$ cat src/core/bmsl_pkg.sv
// Constants for the boot mode serial loader: stream layout, divider,
// register offsets and field encodings.
// Assumes one 250 MHz clock and an APB master with 32-bit data.
package bmsl_pkg;

  // Stream and serial clock
  localparam int unsigned MODE_BITS = 256;
  localparam int unsigned CNT_W     = 8;
  localparam int unsigned SCLK_DIV  = 256;
  localparam logic [CNT_W-1:0] SCLK_HALF_M1 = 8'h7f;
  localparam logic [CNT_W-1:0] LAST_BIT     = 8'hff;
  localparam int unsigned KEEP_W    = 15;

  // Field positions inside the mode stream
  localparam int unsigned B_RSVD0   = 0;
  localparam int unsigned B_WB_LO   = 1;
  localparam int unsigned B_WB_HI   = 4;
  localparam int unsigned B_MUL_LO  = 5;
  localparam int unsigned B_MUL_HI  = 7;
  localparam int unsigned B_ENDIAN  = 8;
  localparam int unsigned B_WP_LO   = 9;
  localparam int unsigned B_WP_HI   = 10;
  localparam int unsigned B_TMR_DIS = 11;
  localparam int unsigned B_ONE12   = 12;
  localparam int unsigned B_DRV_LO  = 13;
  localparam int unsigned B_DRV_HI  = 14;

  // Field encodings
  localparam logic [3:0] WB_LAST_CODE  = 4'h8;
  localparam logic [2:0] MUL_RSVD      = 3'h7;
  localparam logic [3:0] MUL_BASE      = 4'h2;
  localparam logic [1:0] WP_RSVD       = 2'h1;
  localparam logic [3:0] MUL_RESET     = 4'h2;

  // APB register offsets (byte addresses)
  localparam logic [7:0] OFF_CTRL   = 8'h00;
  localparam logic [7:0] OFF_STATUS = 8'h04;
  localparam logic [7:0] OFF_MODE   = 8'h08;
  localparam logic [7:0] OFF_DECODE = 8'h0c;

  // CTRL bits
  localparam int unsigned C_RELOAD = 0;
  // STATUS bits
  localparam int unsigned S_DONE     = 0;
  localparam int unsigned S_LOADING  = 1;
  localparam int unsigned S_FAULT    = 2;
  localparam int unsigned S_WB_RSVD  = 3;
  localparam int unsigned S_MUL_RSVD = 4;
  localparam int unsigned S_WP_RSVD  = 5;
  localparam int unsigned S_CNT_LO   = 8;
  // DECODE bits
  localparam int unsigned D_WB_LO   = 0;
  localparam int unsigned D_MUL_LO  = 4;
  localparam int unsigned D_ENDIAN  = 8;
  localparam int unsigned D_WP_LO   = 9;
  localparam int unsigned D_TMR_DIS = 11;
  localparam int unsigned D_DRV_LO  = 12;

  typedef enum logic [1:0] {
    BMSL_IDLE,
    BMSL_LOAD,
    BMSL_DONE
  } bmsl_state_t;

endpackage

$ cat src/core/bmsl_clkdiv.sv
// Free-running divider for the boot serial clock.
// Assumes the core clock is the reference clock of the loader.
module bmsl_clkdiv (
  // Clock and reset
  input  wire logic clock,
  input  wire logic rst_n,
  // Divided clock
  output logic      sclk,
  output logic      sclk_rise
);

  logic [bmsl_pkg::CNT_W-1:0] cnt;
  logic [bmsl_pkg::CNT_W-1:0] next_cnt;
  logic                       next_sclk;
  logic                       next_rise;

  // Divide by 256, half high and half low
  always_comb begin
    next_cnt  = cnt + 8'h01;
    next_sclk = next_cnt > bmsl_pkg::SCLK_HALF_M1;
    next_rise = cnt == bmsl_pkg::SCLK_HALF_M1;
  end

  // Never stops, so the clock keeps running after the load
  always_ff @(posedge clock or negedge rst_n) begin
    if (!rst_n) begin
      cnt       <= 8'h00;
      sclk      <= 1'b0;
      sclk_rise <= 1'b0;
    end else begin
      cnt       <= next_cnt;
      sclk      <= next_sclk;
      sclk_rise <= next_rise;
    end
  end
endmodule

$ cat src/core/bmsl_loader.sv
// Boot mode serial loader: shifts in the 256-bit mode stream after
// supply good, decodes the fields and offers them over APB.
// Assumes inputs synchronous to clock and a serial source that
// changes data around the falling edge of the serial clock.
//
// Operation
// - Take exactly 256 mode bits after supply good
// - Serial clock is reference clock divided by 256
// - Clock keeps running; later data ignored
// - Bits 4:1 writeback pattern; 9-15 reserved
// - Bits 7:5 multiplier 2..8; 7 reserved
// - Bit 8: 0 little, 1 big endian
// - Bits 10:9 write protocol; 01 reserved
// - Bit 11 keeps timer off interrupt 5
// - Bits 14:13 output driver strength
// - Pipeline clock is reference times multiplier
module bmsl_loader (
  // Clock and reset
  input  wire logic        clock,
  input  wire logic        rst_n,
  // APB slave
  input  wire logic        psel,
  input  wire logic        penable,
  input  wire logic        pwrite,
  input  wire logic [7:0]  paddr,
  input  wire logic [31:0] pwdata,
  output logic [31:0]      prdata,
  output logic             pready,
  output logic             pslverr,
  // Boot serial link
  input  wire logic        supply_good,
  input  wire logic        boot_serial_data_in,
  output logic             boot_serial_clock_out,
  // Interrupt routing
  input  wire logic        timer_irq,
  input  wire logic        ext_int5,
  output logic             int5_line,
  // Decoded modes
  output logic             mode_ready,
  output logic [3:0]       wb_pattern,
  output logic [3:0]       pll_multiplier,
  output logic             big_endian,
  output logic [1:0]       write_protocol,
  output logic [1:0]       drive_strength
);

  logic                                sclk_rise;
  bmsl_pkg::bmsl_state_t               state;
  bmsl_pkg::bmsl_state_t               next_state;
  logic [bmsl_pkg::CNT_W-1:0]          bit_cnt;
  logic [bmsl_pkg::CNT_W-1:0]          next_bit_cnt;
  logic [bmsl_pkg::KEEP_W-1:0]         mode;
  logic [bmsl_pkg::KEEP_W-1:0]         next_mode;
  logic                                fault;
  logic                                next_fault;
  logic                                reload;
  logic [3:0]                          next_wb;
  logic [3:0]                          next_mul;
  logic                                next_endian;
  logic [1:0]                          next_wp;
  logic [1:0]                          next_drv;
  logic                                next_ready;
  logic                                next_int5;
  logic                                setup;
  logic [31:0]                         next_prdata;
  logic                                next_slverr;

  // Serial clock divider
  bmsl_clkdiv u_div (
    .clock     (clock),
    .rst_n     (rst_n),
    .sclk      (boot_serial_clock_out),
    .sclk_rise (sclk_rise)
  );

  // Write of CTRL reload bit restarts the load
  assign setup  = psel && !penable;
  assign reload = psel && penable && pwrite && pready &&
                  paddr == bmsl_pkg::OFF_CTRL &&
                  pwdata[bmsl_pkg::C_RELOAD];

  // Load sequencer and shift capture
  always_comb begin
    next_state   = state;
    next_bit_cnt = bit_cnt;
    next_mode    = mode;
    next_fault   = fault;
    case (state)
      bmsl_pkg::BMSL_IDLE: begin
        if (supply_good) begin
          next_state   = bmsl_pkg::BMSL_LOAD;
          next_bit_cnt = 8'h00;
          next_mode    = '0;
          next_fault   = 1'b0;
        end
      end
      bmsl_pkg::BMSL_LOAD: begin
        if (!supply_good) begin
          next_state = bmsl_pkg::BMSL_IDLE;
        end else if (sclk_rise) begin
          // Bit index equals count, so bit 0 is the first sample
          if (bit_cnt < 8'(bmsl_pkg::KEEP_W)) begin
            next_mode[4'(bit_cnt)] = boot_serial_data_in;
          end
          // Values the source must send, noted as a fault only
          if (bit_cnt == 8'(bmsl_pkg::B_RSVD0) ||
              bit_cnt >= 8'(bmsl_pkg::KEEP_W)) begin
            next_fault = fault | boot_serial_data_in;
          end else if (bit_cnt == 8'(bmsl_pkg::B_ONE12)) begin
            next_fault = fault | !boot_serial_data_in;
          end
          next_bit_cnt = bit_cnt + 8'h01;
          if (bit_cnt == bmsl_pkg::LAST_BIT) begin
            next_state = bmsl_pkg::BMSL_DONE;
          end
        end
      end
      bmsl_pkg::BMSL_DONE: begin
        // Serial data no longer sampled here
        if (!supply_good) begin
          next_state = bmsl_pkg::BMSL_IDLE;
        end
      end
      default: next_state = bmsl_pkg::BMSL_IDLE;
    endcase
    if (reload) begin
      next_state = bmsl_pkg::BMSL_IDLE;
    end
  end

  always_ff @(posedge clock or negedge rst_n) begin
    if (!rst_n) begin
      state   <= bmsl_pkg::BMSL_IDLE;
      bit_cnt <= 8'h00;
      mode    <= '0;
      fault   <= 1'b0;
    end else begin
      state   <= next_state;
      bit_cnt <= next_bit_cnt;
      mode    <= next_mode;
      fault   <= next_fault;
    end
  end

  // Field decode; outputs other than int5_line change only once the whole stream is in
  always_comb begin
    next_ready  = state == bmsl_pkg::BMSL_DONE;
    next_wb     = mode[bmsl_pkg::B_WB_HI:bmsl_pkg::B_WB_LO];
    next_mul    = {1'b0, mode[bmsl_pkg::B_MUL_HI:bmsl_pkg::B_MUL_LO]}
                  + bmsl_pkg::MUL_BASE;
    next_endian = mode[bmsl_pkg::B_ENDIAN];
    next_wp     = mode[bmsl_pkg::B_WP_HI:bmsl_pkg::B_WP_LO];
    next_drv    = mode[bmsl_pkg::B_DRV_HI:bmsl_pkg::B_DRV_LO];
    // Timer routing follows mode bit 11 as soon as it is sampled, during the load
    next_int5   = ext_int5 ||
                  (timer_irq && !mode[bmsl_pkg::B_TMR_DIS]);
  end

  always_ff @(posedge clock or negedge rst_n) begin
    if (!rst_n) begin
      mode_ready     <= 1'b0;
      wb_pattern     <= 4'h0;
      pll_multiplier <= bmsl_pkg::MUL_RESET;
      big_endian     <= 1'b0;
      write_protocol <= 2'h0;
      drive_strength <= 2'h0;
      int5_line      <= 1'b0;
    end else begin
      mode_ready <= next_ready;
      if (next_ready) begin
        wb_pattern     <= next_wb;
        pll_multiplier <= next_mul;
        big_endian     <= next_endian;
        write_protocol <= next_wp;
        drive_strength <= next_drv;
      end
      int5_line <= next_int5;
    end
  end

  // APB read mux, decoded in setup so data stands in access phase
  always_comb begin
    next_prdata = 32'h0000_0000;
    next_slverr = 1'b0;
    case (paddr)
      bmsl_pkg::OFF_CTRL: next_prdata = 32'h0000_0000;
      bmsl_pkg::OFF_STATUS: begin
        next_prdata[bmsl_pkg::S_DONE]    = state == bmsl_pkg::BMSL_DONE;
        next_prdata[bmsl_pkg::S_LOADING] = state == bmsl_pkg::BMSL_LOAD;
        next_prdata[bmsl_pkg::S_FAULT]   = fault;
        next_prdata[bmsl_pkg::S_WB_RSVD] =
          mode[bmsl_pkg::B_WB_HI:bmsl_pkg::B_WB_LO] >
          bmsl_pkg::WB_LAST_CODE;
        next_prdata[bmsl_pkg::S_MUL_RSVD] =
          mode[bmsl_pkg::B_MUL_HI:bmsl_pkg::B_MUL_LO] ==
          bmsl_pkg::MUL_RSVD;
        next_prdata[bmsl_pkg::S_WP_RSVD] =
          mode[bmsl_pkg::B_WP_HI:bmsl_pkg::B_WP_LO] ==
          bmsl_pkg::WP_RSVD;
        next_prdata[bmsl_pkg::S_CNT_LO +: bmsl_pkg::CNT_W] = bit_cnt;
      end
      bmsl_pkg::OFF_MODE: next_prdata[bmsl_pkg::KEEP_W-1:0] = mode;
      bmsl_pkg::OFF_DECODE: begin
        next_prdata[bmsl_pkg::D_WB_LO +: 4]  = wb_pattern;
        next_prdata[bmsl_pkg::D_MUL_LO +: 4] = pll_multiplier;
        next_prdata[bmsl_pkg::D_ENDIAN]      = big_endian;
        next_prdata[bmsl_pkg::D_WP_LO +: 2]  = write_protocol;
        next_prdata[bmsl_pkg::D_TMR_DIS]     = mode[bmsl_pkg::B_TMR_DIS];
        next_prdata[bmsl_pkg::D_DRV_LO +: 2] = drive_strength;
      end
      default: next_slverr = 1'b1;
    endcase
  end

  // One-cycle access phase: pready rises with the setup-to-access step
  always_ff @(posedge clock or negedge rst_n) begin
    if (!rst_n) begin
      prdata  <= 32'h0000_0000;
      pready  <= 1'b0;
      pslverr <= 1'b0;
    end else begin
      pready  <= setup;
      pslverr <= setup && next_slverr;
      if (setup && !pwrite) begin
        prdata <= next_prdata;
      end
    end
  end
endmodule

$ cat config.mk
export PLATFORM = sky130hd
export DESIGN_NAME = bmsl_loader
export DESIGN_NICKNAME = d
export VERILOG_FILES = /design/src/core/bmsl_pkg.sv /design/src/core/bmsl_clkdiv.sv /design/src/core/bmsl_loader.sv
export SDC_FILE = /design/constraint.sdc
export NUM_CORES = 1
export LEC_CHECK = 0
export BUFFER_PORTS_ARGS = -buffer_cell sky130_fd_sc_hd__buf_4
export CAP_MARGIN = 20
export CORE_UTILIZATION = 39
export DETAILED_ROUTE_END_ITERATION = 6
export PLACE_DENSITY = 0.75
export SYNTH_ARGS = -nofsm -noshare
export SYNTH_HDL_FRONTEND = slang
export SYNTH_SLANG_ARGS = --single-unit
$ cat constraint.sdc
create_clock -name clock -period 3.88 [get_ports clock]
set_input_delay 0.776 -clock clock [delete_from_list [all_inputs] [get_ports clock]]
set_output_delay 0.776 -clock clock [all_outputs]
set_load 0.005 [all_outputs]
After elaboration in Yosys (flattened, before gate mapping)

Cells that the tools add are included.

Input bits: 49
Register bits: 69
Output and inout bits: 50

Add/subtract/negate cells: 3
Bitwise logic cells: 2
Muxes and demuxes: 31
Reduce and logical (&&, ||, !) cells: 25
Equality and inequality tests: 19
Magnitude comparators: 6

Operators with widths:

| cell                                                                                | count |
|---|---|
| 15-bit 2-to-1 mux                                                                   | 4 |
| 6-bit one-hot mux with 3 select lines                                               | 2 |
| 15-bit one-hot mux with 2 select lines                                              | 1 |
| 8-bit by 4-bit equality test with 1-bit output, second input constant               | 3 |
| 8-bit 2-to-1 mux                                                                    | 3 |
| 8-bit by 1-bit adder with 8-bit output, second input constant                       | 2 |
| 8-bit zero test                                                                     | 2 |
| 8-bit one-hot mux with 2 select lines                                               | 1 |
| 15-bit bitwise mux                                                                  | 1 |
| 2-bit 2-to-1 mux                                                                    | 6 |
| 1-bit logical AND                                                                   | 10 |
| 5-bit AND reduction                                                                 | 2 |
| 3-bit inequality test, second input constant                                        | 3 |
| 8-bit by 3-bit equality test with 1-bit output, second input constant               | 1 |
| 8-bit by 7-bit equality test with 1-bit output, second input constant               | 1 |
| 8-bit equality test, second input constant                                          | 1 |
| 8-bit by 4-bit greater-or-equal comparator with 1-bit output, second input constant | 1 |
| 8-bit by 7-bit > comparator with 1-bit output, second input constant                | 1 |
| 8-bit by 4-bit < comparator with 1-bit output, second input constant                | 1 |
| 1-bit 2-to-1 mux                                                                    | 8 |
| 4-bit AND reduction                                                                 | 2 |
| 2-bit inequality test, second input constant                                        | 3 |
| 2-bit one-hot mux with 3 select lines                                               | 1 |
| 4-bit by 5-bit < comparator with 1-bit output, second input constant                | 1 |
| other kinds (18)                                                                    | 25 |

Depth between registers and ports, before layout

Gate-level depths: netlist (run 1).

Word-level depth: 9
Depth in mapped cells: 7
Mapped depth without buffers: 6

Cells and area by module

Synthesis (run 1) repeated with hierarchy kept, for this count alone.

Cells, all modules: 348
Area total of the unflattened synthesis: 3464.6 um^2

Modules (own cells, without submodules):

| module      | area each (um^2) | times used | cells an instance |
|---|---|---|---|
| bmsl_loader | 3115.5           | 1          | 322 |
| bmsl_clkdiv | 349.1            | 1          | 26 |

Least setup slack after synthesis (run 1)

OpenSTA, ideal clock, no wires.

Path type: in2reg
Start point: input paddr[2]
End point: register prdata[5]
Library setup time: 0.133 ns
Required time: 3.747 ns
Buffers on the path: 2
Slack: 1.921 ns
Arrival time: 1.827 ns
Stages on the path: 5
Path through: clkbuf_1 > buf_2 > mux2_2 > a32oi_1 > o21ai_0

Longest elaborated chain between the ends: 2
Elaborated cells between the ends (all ways): 4
Classes of those cells: 3 x eq/ne; 1 x mux

Ends and longest elaborated chain:

| item                                                                                                                    | line               | source |
|---|---|---|
| start, declared                                                                                                         | bmsl_loader.sv:25  | `input wire logic [7:0] paddr,` |
| 8-bit by 4-bit equality test with 1-bit output / 8-bit by 3-bit equality test with 1-bit output (equally long branches) | bmsl_loader.sv:185 | `case (paddr)` |
| 6-bit one-hot mux with 3 select lines (*)                                                                               | bmsl_loader.sv:185 |  |
| end signal, assigned                                                                                                    | bmsl_loader.sv:225 | `prdata <= next_prdata;` |
| end, declared                                                                                                           | bmsl_loader.sv:27  | `output logic [31:0] prdata,` |

Mark *: on every way between the ends. The rest lies on a longest branch, timed or not.
A chain may end at the register's enable or synchronous reset.

Final worst setup path (run 1)

Start point: register bit_cnt[0] in the netlist's numbering
End point: register mode[1] in the netlist's numbering

Longest elaborated chain between the ends: 9
Elaborated cells between the ends (all ways): 13
Classes of those cells: 3 x order compare; 1 x eq/ne; 7 x mux; 2 x reduce/logical

Ends and longest elaborated chain:

| item                                                                                                                                                       | line               | source |
|---|---|---|
| start, declared                                                                                                                                            | bmsl_loader.sv:50  | `logic [bmsl_pkg::CNT_W-1:0] bit_cnt;` |
| start signal, assigned                                                                                                                                     | bmsl_loader.sv:139 | `bit_cnt <= next_bit_cnt;` |
| 4-bit by 5-bit < comparator with 1-bit output (not written as such) / 4-bit by 1-bit greater-or-equal comparator with 1-bit output (equally long branches) | bmsl_loader.sv:103 | `next_mode[4'(bit_cnt)] = boot_serial_data_in;` |
| 1-bit logical AND (not written as such)                                                                                                                    | bmsl_loader.sv:103 |  |
| 1-bit 2-to-1 mux (not written as such)                                                                                                                     | bmsl_loader.sv:103 |  |
| 1-bit demux with 4-bit select                                                                                                                              | bmsl_loader.sv:103 |  |
| 15-bit bitwise mux                                                                                                                                         | bmsl_loader.sv:103 |  |
| 15-bit 2-to-1 mux                                                                                                                                          | bmsl_loader.sv:102 | `if (bit_cnt < 8'(bmsl_pkg::KEEP_W)) begin` |
| 15-bit 2-to-1 mux                                                                                                                                          | bmsl_loader.sv:100 | `end else if (sclk_rise) begin` |
| 15-bit 2-to-1 mux                                                                                                                                          | bmsl_loader.sv:98  | `if (!supply_good) begin` |
| 15-bit one-hot mux with 2 select lines                                                                                                                     | bmsl_loader.sv:88  | `case (state)` |
| end signal, assigned                                                                                                                                       | bmsl_loader.sv:140 | `mode <= next_mode;` |
| end, declared                                                                                                                                              | bmsl_loader.sv:52  | `logic [bmsl_pkg::KEEP_W-1:0] mode;` |

Parallel ways exist; a longest one is shown, timed or not. The select of a mux whose other input is x is not followed.

==> results of run 1 <==
## placed cells by master (no fill, tap or decap), types with 15 or more instances in the layout
cell      n
o21ai_0  21
o21ai_1  15
buf_4    54
o31ai_1  18
dfrtp_1  68
conb_1   16
nor2_1   15
a21oi_1  19
nand2_1  64
## synthesized netlist by cell type (all sizes together)
cell type   n  area (sq um)
nand2      64           240
nand2b      8          52.6
clkbuf     11          41.3
o311ai      2          17.5
a21o        1          7.51
or3         1          6.26
a22oi       9          67.6
buf        25           175
mux2i       2          20.0
a32oi       2          17.5
xor2       10          87.6
xnor2       2          17.5
nor3        2          10.0
nor4        1          21.3
and2        2          12.5
o21ai      36           180
and4        2          17.5
inv        11          41.3
o31ai      18           135
a21boi      1          11.3
dfrtp      68          1700
or2         2          12.5
o211ai      1          7.51
a21oi      19          95.1
or4         5          52.6
nand4       8          50.1
mux2       10           113
dfstp       1          26.3
nor2       15          56.3
nand3      11          55.1
nor2b       5          31.3
ha          6          75.1
conb        1          3.75
and3        4          25.0
## worst max-delay path: cells and delay by family, from the launching register on
family          cells  cell delay (ps)
compound gates      2              820
simple gates        2              490
flops               1              470
fa+ha+maj           1              430
## path summary, 6_finish.rpt
path / slack, ps / cells past startpoint / start / end
max: 1540 / 5 / bit_cnt[0] / mode[1]
min: 480 / 1 / u_div.cnt[6] / u_div.cnt[6]
max reg2reg: 1540 / 5 / bit_cnt[0] / mode[1]
min reg2reg: 480 / 1 / u_div.cnt[6] / u_div.cnt[6]
max in group asynchronous: 2780 / 1 / rst_n / wb_pattern[3]
min in group asynchronous: 520 / 1 / rst_n / u_div.sclk
## registers in the layout (all words and copies together) (netlist names)
name and cells:
prdata 16, mode 15, bit_cnt 8, u_div.cnt 8, pll_multiplier 4, wb_pattern 4, drive_strength 2, state 2
write_protocol 2, big_endian 1, fault 1, int5_line 1, mode_ready 1, pready 1, pslverr 1, u_div.sclk 1
u_div.sclk_rise 1
## power by group through the flow
stage | registers, mW | clock network, mW | logic [mW]
final | 0.725 | 0.789 | 0.0733
after global routing | 0.725 | 0.830 | 0.0846
after CTS | 0.725 | 0.800 | 0.0734
after detailed placement | 0.739 | 0 | 0.0734
after global placement | 0.739 | 0 | 0.0713
after floorplan | 0.738 | 0 | 0.0491
## cells by family after synthesis
group,synth area share [%]
and+or+nand+nor,18.5
buffers and inverters,7.40
xor gates and xnor gates,3.02
muxes,3.81
other,0.108
DFF,49.6
AOI/OAI and AO/OA,15.5
adders and majority gates,2.15
## stage by stage
stage                     cells  util, %
after detailed placement    507     44.5
after floorplan             381        -
after global placement      507     44.5
after global routing        523     47.7
after CTS                   523     47.7
final                       523     47.7
## area by class of cell
type / instances / area [sq um] / area share, %
multi-input combinational: 265 / 1560 / 37.6
tap: 108 / 135 / 3.27
clock buffer: 10 / 138 / 3.33
timing repair buffer: 54 / 405 / 9.80
clock inverter: 6 / 134 / 3.24
sequential: 69 / 1730 / 41.8
inverter: 11 / 41.3 / 0.998
## per-layer routing
layer  vias to the layer above  global-route usage (%)  routed length (um)
met4                         0                    10.4                 167
met5                         -                       0                   0
met3                        16                    4.62                 592
met2                       121                    28.8                3880
met1                      1328                    22.9                3390
li1                       1334                       -                   -
==> results.py, run 1 <==
metrics = {
    "status": {
        "outcome": "completed",
    },
    "placement": {
        "place_hpwl_mm": 5.57,
        "post_dp_cell_area_sq_um": 3860,
        "port_buffers": 51,
        "place.gp.congestion": 0.827,
        "pre_cts_ws_ps": 1490,
    },
    "final_layout": {
        "num_antenna_cells": 0,
        "fillers": 802,
        "nNetsFinal": 465,
        "syn2layout_area_growth_pct": 18.7,
        "postLayoutCellArea_sq_um": 4140,
        "drive_gt1_share_pct": 21.7,
    },
    "synthesis": {
        "synthDistinctLibCells": 40,
        "ys_seq_elements": 69,
        "syn_inst": 366,
        "yosys_warnings": 0,
        "ys_seq_area_share_pct": 49.6,
        "netlist_area_sq_um": 3480,
        "avgSynthCellArea_sq_um": 9.52,
    },
    "routing": {
        "routedWlPerCell_um": 15.4,
        "drc_errors": 0,
        "drt-initial-drc-count": 233,
        "wl_mm": 8.03,
        "firstDrtPassIters": 4,
        "viasPerCell": 5.35,
        "ant_nets": 0,
        "num_vias": 2799,
    },
    "sta": {
        "layout_setup_ws_ps": 1540,
        "timing.fmax_mhz": 428,
        "setup_viol": 0,
        "finalCritPeriodShare_pct": 60.3,
        "rsz0062_at_grt": "no",
        "tightest_slew_ps": 935,
        "final-hold-violation-count": 0,
        "fin_crit_ps": 2340,
        "skew_ps": 9.34,
        "setup_tns_ps": 0,
        "max_slew_margin_pct": 37.6,
        "slew_violations": 0,
        "finalHoldWorstSlack_ps": 481,
    },
    "critical_path": {
        "crit_required_ps": 4110,
        "slowest_delay_ps": 750,
        "cp_slowest_cell": "a21boi_2",
        "cp_max_fo": 19,
        "startpoint_type": "flip-flop",
        "path_class": "flip-flop to flip-flop",
        "worst_setup_path_end_kind": "flip-flop",
        "cp_cell_sequence": "ha_1 -> nand3_1 -> a21boi_2 -> or4_4 -> o21ai_1",
        "worstPathArrival_ps": 2560,
    },
    "global_route": {
        "grt_overflow": 0,
        "grt_usage_pct": 18.3,
        "antenna_found_initial": 0,
        "grt_max_degree": 70,
        "grt_pass1_vias": 2657,
        "grt_pass1_wl_mm": 12.6,
    },
    "pwr": {
        "power.leakage_nw": 2.01,
        "p_int_mw": 1.26,
        "powerDensity_nw_per_um2": 384,
        "clkPwrFrac_pct": 49.7,
        "p_sw_uw": 332,
        "p_seq_share_pct": 45.7,
        "fin_total_pwr_mw": 1.59,
        "combinationalPowerShare_pct": 4.6,
        "p_sw_share_pct": 20.9,
        "max-vdd-ir-drop_mv": 0.151,
    },
    "cts": {
        "cts_max_level": 3,
        "tritoncts": "yes",
        "clockBufferDepth": 2,
        "cts-resized-gates": 0,
        "cts_setup_buffers": 0,
        "clkSlewWorstSetupHoldPaths_ps": 70,
        "insertion_delay_ps": 350,
        "root_buffer": "clkbuf_8",
        "cts.sinks": 69,
        "hold_buffers": 0,
        "cts_buffers": 9,
    },
    "run": {
        "max_cap_violations": 0,
    },
    "floorplanning": {
        "die_h_um": 96.5,
        "ios": 99,
        "die_area_sq_um": 9320,
        "core_sq_um": 8680,
        "die-width_um": 96.5,
        "initial_core_util_pct": 40.2,
        "rows": 34,
    },
    "worst_hold_path": {
        "hp-class": "flip-flop to flip-flop",
    },
}
Note: power is estimated with default switching activity, not from simulation.
==> run 2: changes to the inputs <==
clock period = 2.35 ns   (was 3.88 ns; I/O delays follow)
==> results.py, run 2 (synthesis results as in run 1) <==
metrics = {
    "floorplanning": {
        "die_area_sq_um": 9320,
        "ios": 99,
        "initial_core_util_pct": 40.2,
        "rows": 34,
        "die-width_um": 96.5,
        "core_sq_um": 8680,
        "die_h_um": 96.5,
    },
    "critical_path": {
        "cp_slowest_cell": "or4_4",
        "cp_max_fo": 10,
        "slowest_delay_ps": 640,
        "critical_path.top_delay_family": "simple AND/OR/NAND/NOR gates",
        "cp_cell_sequence": "nor2b_1 -> nand2_1 -> or4_4 -> o21ai_1",
        "crit_required_ps": 2620,
        "critical_path_buf_inv_count": 0,
        "worstPathArrival_ps": 2100,
        "worst_setup_path_end_kind": "flip-flop",
        "startpoint_type": "flip-flop",
        "path_class": "flip-flop to flip-flop",
    },
    "final_layout": {
        "largest_register": "prdata",
        "num_antenna_cells": 0,
        "largest_reg_flops": 16,
        "postLayoutCellArea_sq_um": 4120,
        "top_regs": "prdata x16, mode x15",
        "syn2layout_area_growth_pct": 18.2,
        "final_cell_mix": "68 x dfrtp_1, 64 x nand2_1, 58 x buf_4, 21 x o21ai_0, 19 x a21oi_1",
        "nNetsFinal": 469,
        "drive_gt1_share_pct": 22.4,
        "final_common_cell": "dfrtp_1",
    },
    "status": {
        "outcome": "completed",
    },
    "routing": {
        "ant_nets": 0,
        "drc_errors": 0,
        "met1_length_mm": 3.53,
        "viasPerCell": 5.27,
        "drt-initial-drc-count": 238,
        "routedWlPerCell_um": 14.7,
        "wl_met3_um": 453,
        "firstDrtPassIters": 4,
        "wl_met2_mm": 3.55,
        "wl_mm": 7.72,
        "num_vias": 2779,
        "highest_layer": "met4",
    },
    "sta": {
        "max_slew_margin_pct": 42.8,
        "layout_setup_ws_ps": 516,
        "final-hold-violation-count": 0,
        "tightest_slew_ps": 858,
        "timing.fmax_mhz": 545,
        "finalHoldWorstSlack_ps": 232,
        "setup_viol": 0,
        "fin_crit_ps": 1830,
        "skew_ps": 8.02,
        "setup_tns_ps": 0,
        "finalCritPeriodShare_pct": 78.0,
        "slew_violations": 0,
        "rsz0062_at_grt": "no",
    },
    "pwr": {
        "fin_total_pwr_mw": 2.41,
        "max-vdd-ir-drop_mv": 0.213,
        "powerDensity_nw_per_um2": 584,
        "power.leakage_nw": 2.00,
    },
    "global_route": {
        "grt_overflow": 0,
        "grt_pass1_vias": 2557,
        "grt_max_degree": 70,
        "grt_usage_pct": 17.9,
        "grt_pass1_wl_mm": 12.4,
        "antenna_found_initial": 0,
    },
    "cts": {
        "clkSlewWorstSetupHoldPaths_ps": 80,
        "cts-resized-gates": 0,
        "clockBufferDepth": 2,
        "cts_setup_buffers": 0,
        "tritoncts": "yes",
        "insertion_delay_ps": 350,
        "cts_max_level": 3,
        "hold_buffers": 0,
        "cts.sinks": 69,
        "cts_buffers": 9,
        "root_buffer": "clkbuf_8",
    },
    "worst_hold_path": {
        "hp-class": "primary input to async pin",
    },
    "placement": {
        "post_dp_cell_area_sq_um": 3890,
        "place_hpwl_mm": 5.52,
        "port_buffers": 51,
        "pre_cts_ws_ps": 410,
        "place.gp.congestion": 0.877,
    },
    "run": {
        "max_cap_violations": 0,
    },
}
-- run 2: worst paths after layout --
kind	slack, ps	start	to	cells after the start
max	520	state[1]	mode[2]	4
min	230	rst_n	u_div.sclk	1
max reg2reg	520	state[1]	mode[2]	4
min reg2reg	470	u_div.cnt[0]	u_div.cnt[0]	1
max in group asynchronous	1560	rst_n	wb_pattern[0]	1
min in group clock	300	ext_int5	int5_line	2
-- run 2: worst reg2reg max path, delay by kind of cell (launching register included) --
family / cells / cell delay (ps)
AO/OA/AOI/OAI: 1 / 170
AND/OR/NAND/NOR: 3 / 1160
flip-flops: 1 / 430
-- run 2: area by class of cell --
class	count	area, sq um
clock inverters	6	86.3
fillers	801	4560
flip-flops and latches	69	1730
inverters	11	41.3
well taps	108	135
clock buffers	10	138
multi-input cells	265	1560
repair buffers	58	435
-- run 2: power by group --
part | switching (mW) | internal (mW) | total, mW
Combinational | 0.0799 | 0.0418 | 0.122
Sequential | 0.00485 | 1.19 | 1.20
Clock | 0.462 | 0.624 | 1.09
-- run 2: metrics by stage --
stage,instances,utilization (%)
finish,527,47.5
global route,527,47.5
CTS,527,47.5
floorplan,381,-
global placement,511,44.9
detailed placement,511,44.9
-- run 2: metal layers --
layer  track usage [%]  vias to the layer above
met5                 0                        -
met4              11.2                        0
met3              3.36                       16
met2              27.2                       95
met1              23.4                     1333
li1                  -                     1335
==> run 3: changes to the inputs <==
PLACE_DENSITY = 0.77   (was 0.75)
clock period = 1.5 ns   (was 2.35 ns; I/O delays follow)
==> results.py, run 3 (synthesis results as in run 1) <==
metrics = {
    "status": {
        "outcome": "finished, violations left",
        "violations": "negative setup slack",
    },
    "placement": {
        "place_hpwl_mm": 6.33,
        "pre_cts_ws_ps": -192,
        "place.gp.congestion": 0.880,
        "port_buffers": 51,
    },
    "final_layout": {
        "num_antenna_cells": 0,
        "nNetsFinal": 510,
        "drive_gt1_share_pct": 35.0,
        "largest_register": "prdata",
        "top_regs": "prdata x16, mode x15",
        "largest_reg_flops": 16,
        "final_common_cell": "buf_4",
        "syn2layout_area_growth_pct": 31.2,
        "fillers": 760,
        "final_util_pct": 52.7,
        "final_cell_mix": "96 x buf_4, 68 x dfrtp_1, 63 x nand2_1, 20 x o21ai_0, 18 x a21oi_1",
    },
    "cts": {
        "cts_buffers": 9,
        "cts.sinks": 69,
        "insertion_delay_ps": 350,
        "root_buffer": "clkbuf_8",
        "cts_max_level": 3,
        "clkSlewWorstSetupHoldPaths_ps": 80,
        "tritoncts": "yes",
        "clockBufferDepth": 2,
    },
    "global_route": {
        "use_met1_pct": 24.2,
        "grt_max_degree": 31,
        "grt_pass1_wl_mm": 13.4,
        "busiest_layer": "met2",
        "grt_overflow": 0,
        "grt_usage_pct": 19.1,
        "use_met3_pct": 4.77,
        "gr-usage-met2_pct": 31.6,
        "grt_pass1_vias": 2803,
        "antenna_found_initial": 0,
    },
    "sta": {
        "setup_viol": 16,
        "finalCritPeriodShare_pct": 112,
        "slew_violations": 0,
        "skew_ps": 16.4,
        "rsz0062_at_grt": "yes",
        "timing.fmax_mhz": 596,
        "fin_crit_ps": 1680,
        "layout_setup_ws_ps": -179,
        "final-hold-violation-count": 0,
    },
    "pwr": {
        "power.leakage_nw": 2.23,
        "max-vdd-ir-drop_mv": 0.349,
        "powerDensity_nw_per_um2": 808,
    },
    "critical_path": {
        "startpoint_type": "flip-flop",
        "cp_max_fo": 5,
        "worst_setup_path_end_kind": "flip-flop",
        "path_class": "flip-flop to flip-flop",
        "crit_required_ps": 1780,
        "worstPathArrival_ps": 1950,
    },
    "routing": {
        "drt-initial-drc-count": 189,
        "num_vias": 2947,
        "wl_mm": 8.47,
        "ant_nets": 0,
        "routedWlPerCell_um": 14.9,
        "firstDrtPassIters": 4,
        "drc_errors": 0,
        "viasPerCell": 5.19,
    },
    "floorplanning": {
        "core_sq_um": 8680,
        "die-width_um": 96.5,
        "rows": 34,
        "initial_core_util_pct": 40.2,
        "die_h_um": 96.5,
        "ios": 99,
        "die_area_sq_um": 9320,
    },
    "run": {
        "max_cap_violations": 0,
    },
    "worst_hold_path": {
        "hp-class": "primary input to flip-flop",
    },
}
run 3: cell types whose count changed in the layout (fill, tap and decap cells not counted), sizes merged:
cell,before,now
clkbuf,10,11
inv,11,12
buf,58,98
clkinvlp,1,0
bufinv,2,1
dlygate4sd3,0,1
run 3: per-layer routing:
layer / part of all wire (%) / up-vias
li1: - / 1428
met1: 44 / 1421
met2: 50 / 87
met3: 4.8 / 11
met4: 0.97 / 0
met5: 0 / -
run 3: worst paths after layout:
kind,slack [ps],depth (start not counted),to,start
worst max-delay path,-180,4,mode[4],bit_cnt[5]
worst min-delay path,120,2,int5_line,ext_int5
min in group asynchronous,410,2,bit_cnt[5],rst_n
worst max register to register,-180,4,mode[4],bit_cnt[5]
max in group asynchronous,600,3,mode[9],rst_n
worst min register to register,470,1,u_div.cnt[0],u_div.cnt[0]
run 3: critical path, cell delays in order (launching register included):
cell,delay [ps]
dfrtp_1,410
nor4_4,410
a21boi_4,120
or4_4,500
o21ai_1,160
run 3: metrics by stage:
stage	instances	hold slack (ps)	power (mW)	setup TNS, ps	cell area, sq um
6_report	568	121	3.69	-2440	4570
5_1_grt	568	107	3.86	-3410	4570
4_1_cts	567	114	3.72	-2560	4480
3_5_place_dp	548	248	2.13	-1970	4210
3_3_place_gp	548	241	2.13	-1550	4210
2_1_floorplan	381	4.41	2.04	-322	3570
run 3: area by class of cell:
class	count	area, sq um	area share, %
multi-input combinational	265	1700	37.1
clock inverter	5	57.6	1.26
timing repair buffer	99	762	16.7
tap	108	135	2.96
inverter	11	41.3	0.903
clock buffer	11	151	3.31
sequential	69	1730	37.8
run 3: power by group:
group | leakage, nW | switching [mW] | internal, mW
sequential | 0.937 | 0.00508 | 1.87
clock | 0.110 | 0.722 | 0.861
combinational | 1.18 | 0.145 | 0.0935
total | 2.23 | 0.872 | 2.82
run 3: timing repair:
item | 4_1_cts | 5_1_grt
gates resized for setup | 8 | 20
buffers inserted | 2 | 1
hold buffers | 1 | 0
pin swaps | 6 | 3
endpoints found under the setup margin | 16 | 19
endpoints found under the hold margin | 24 | 0
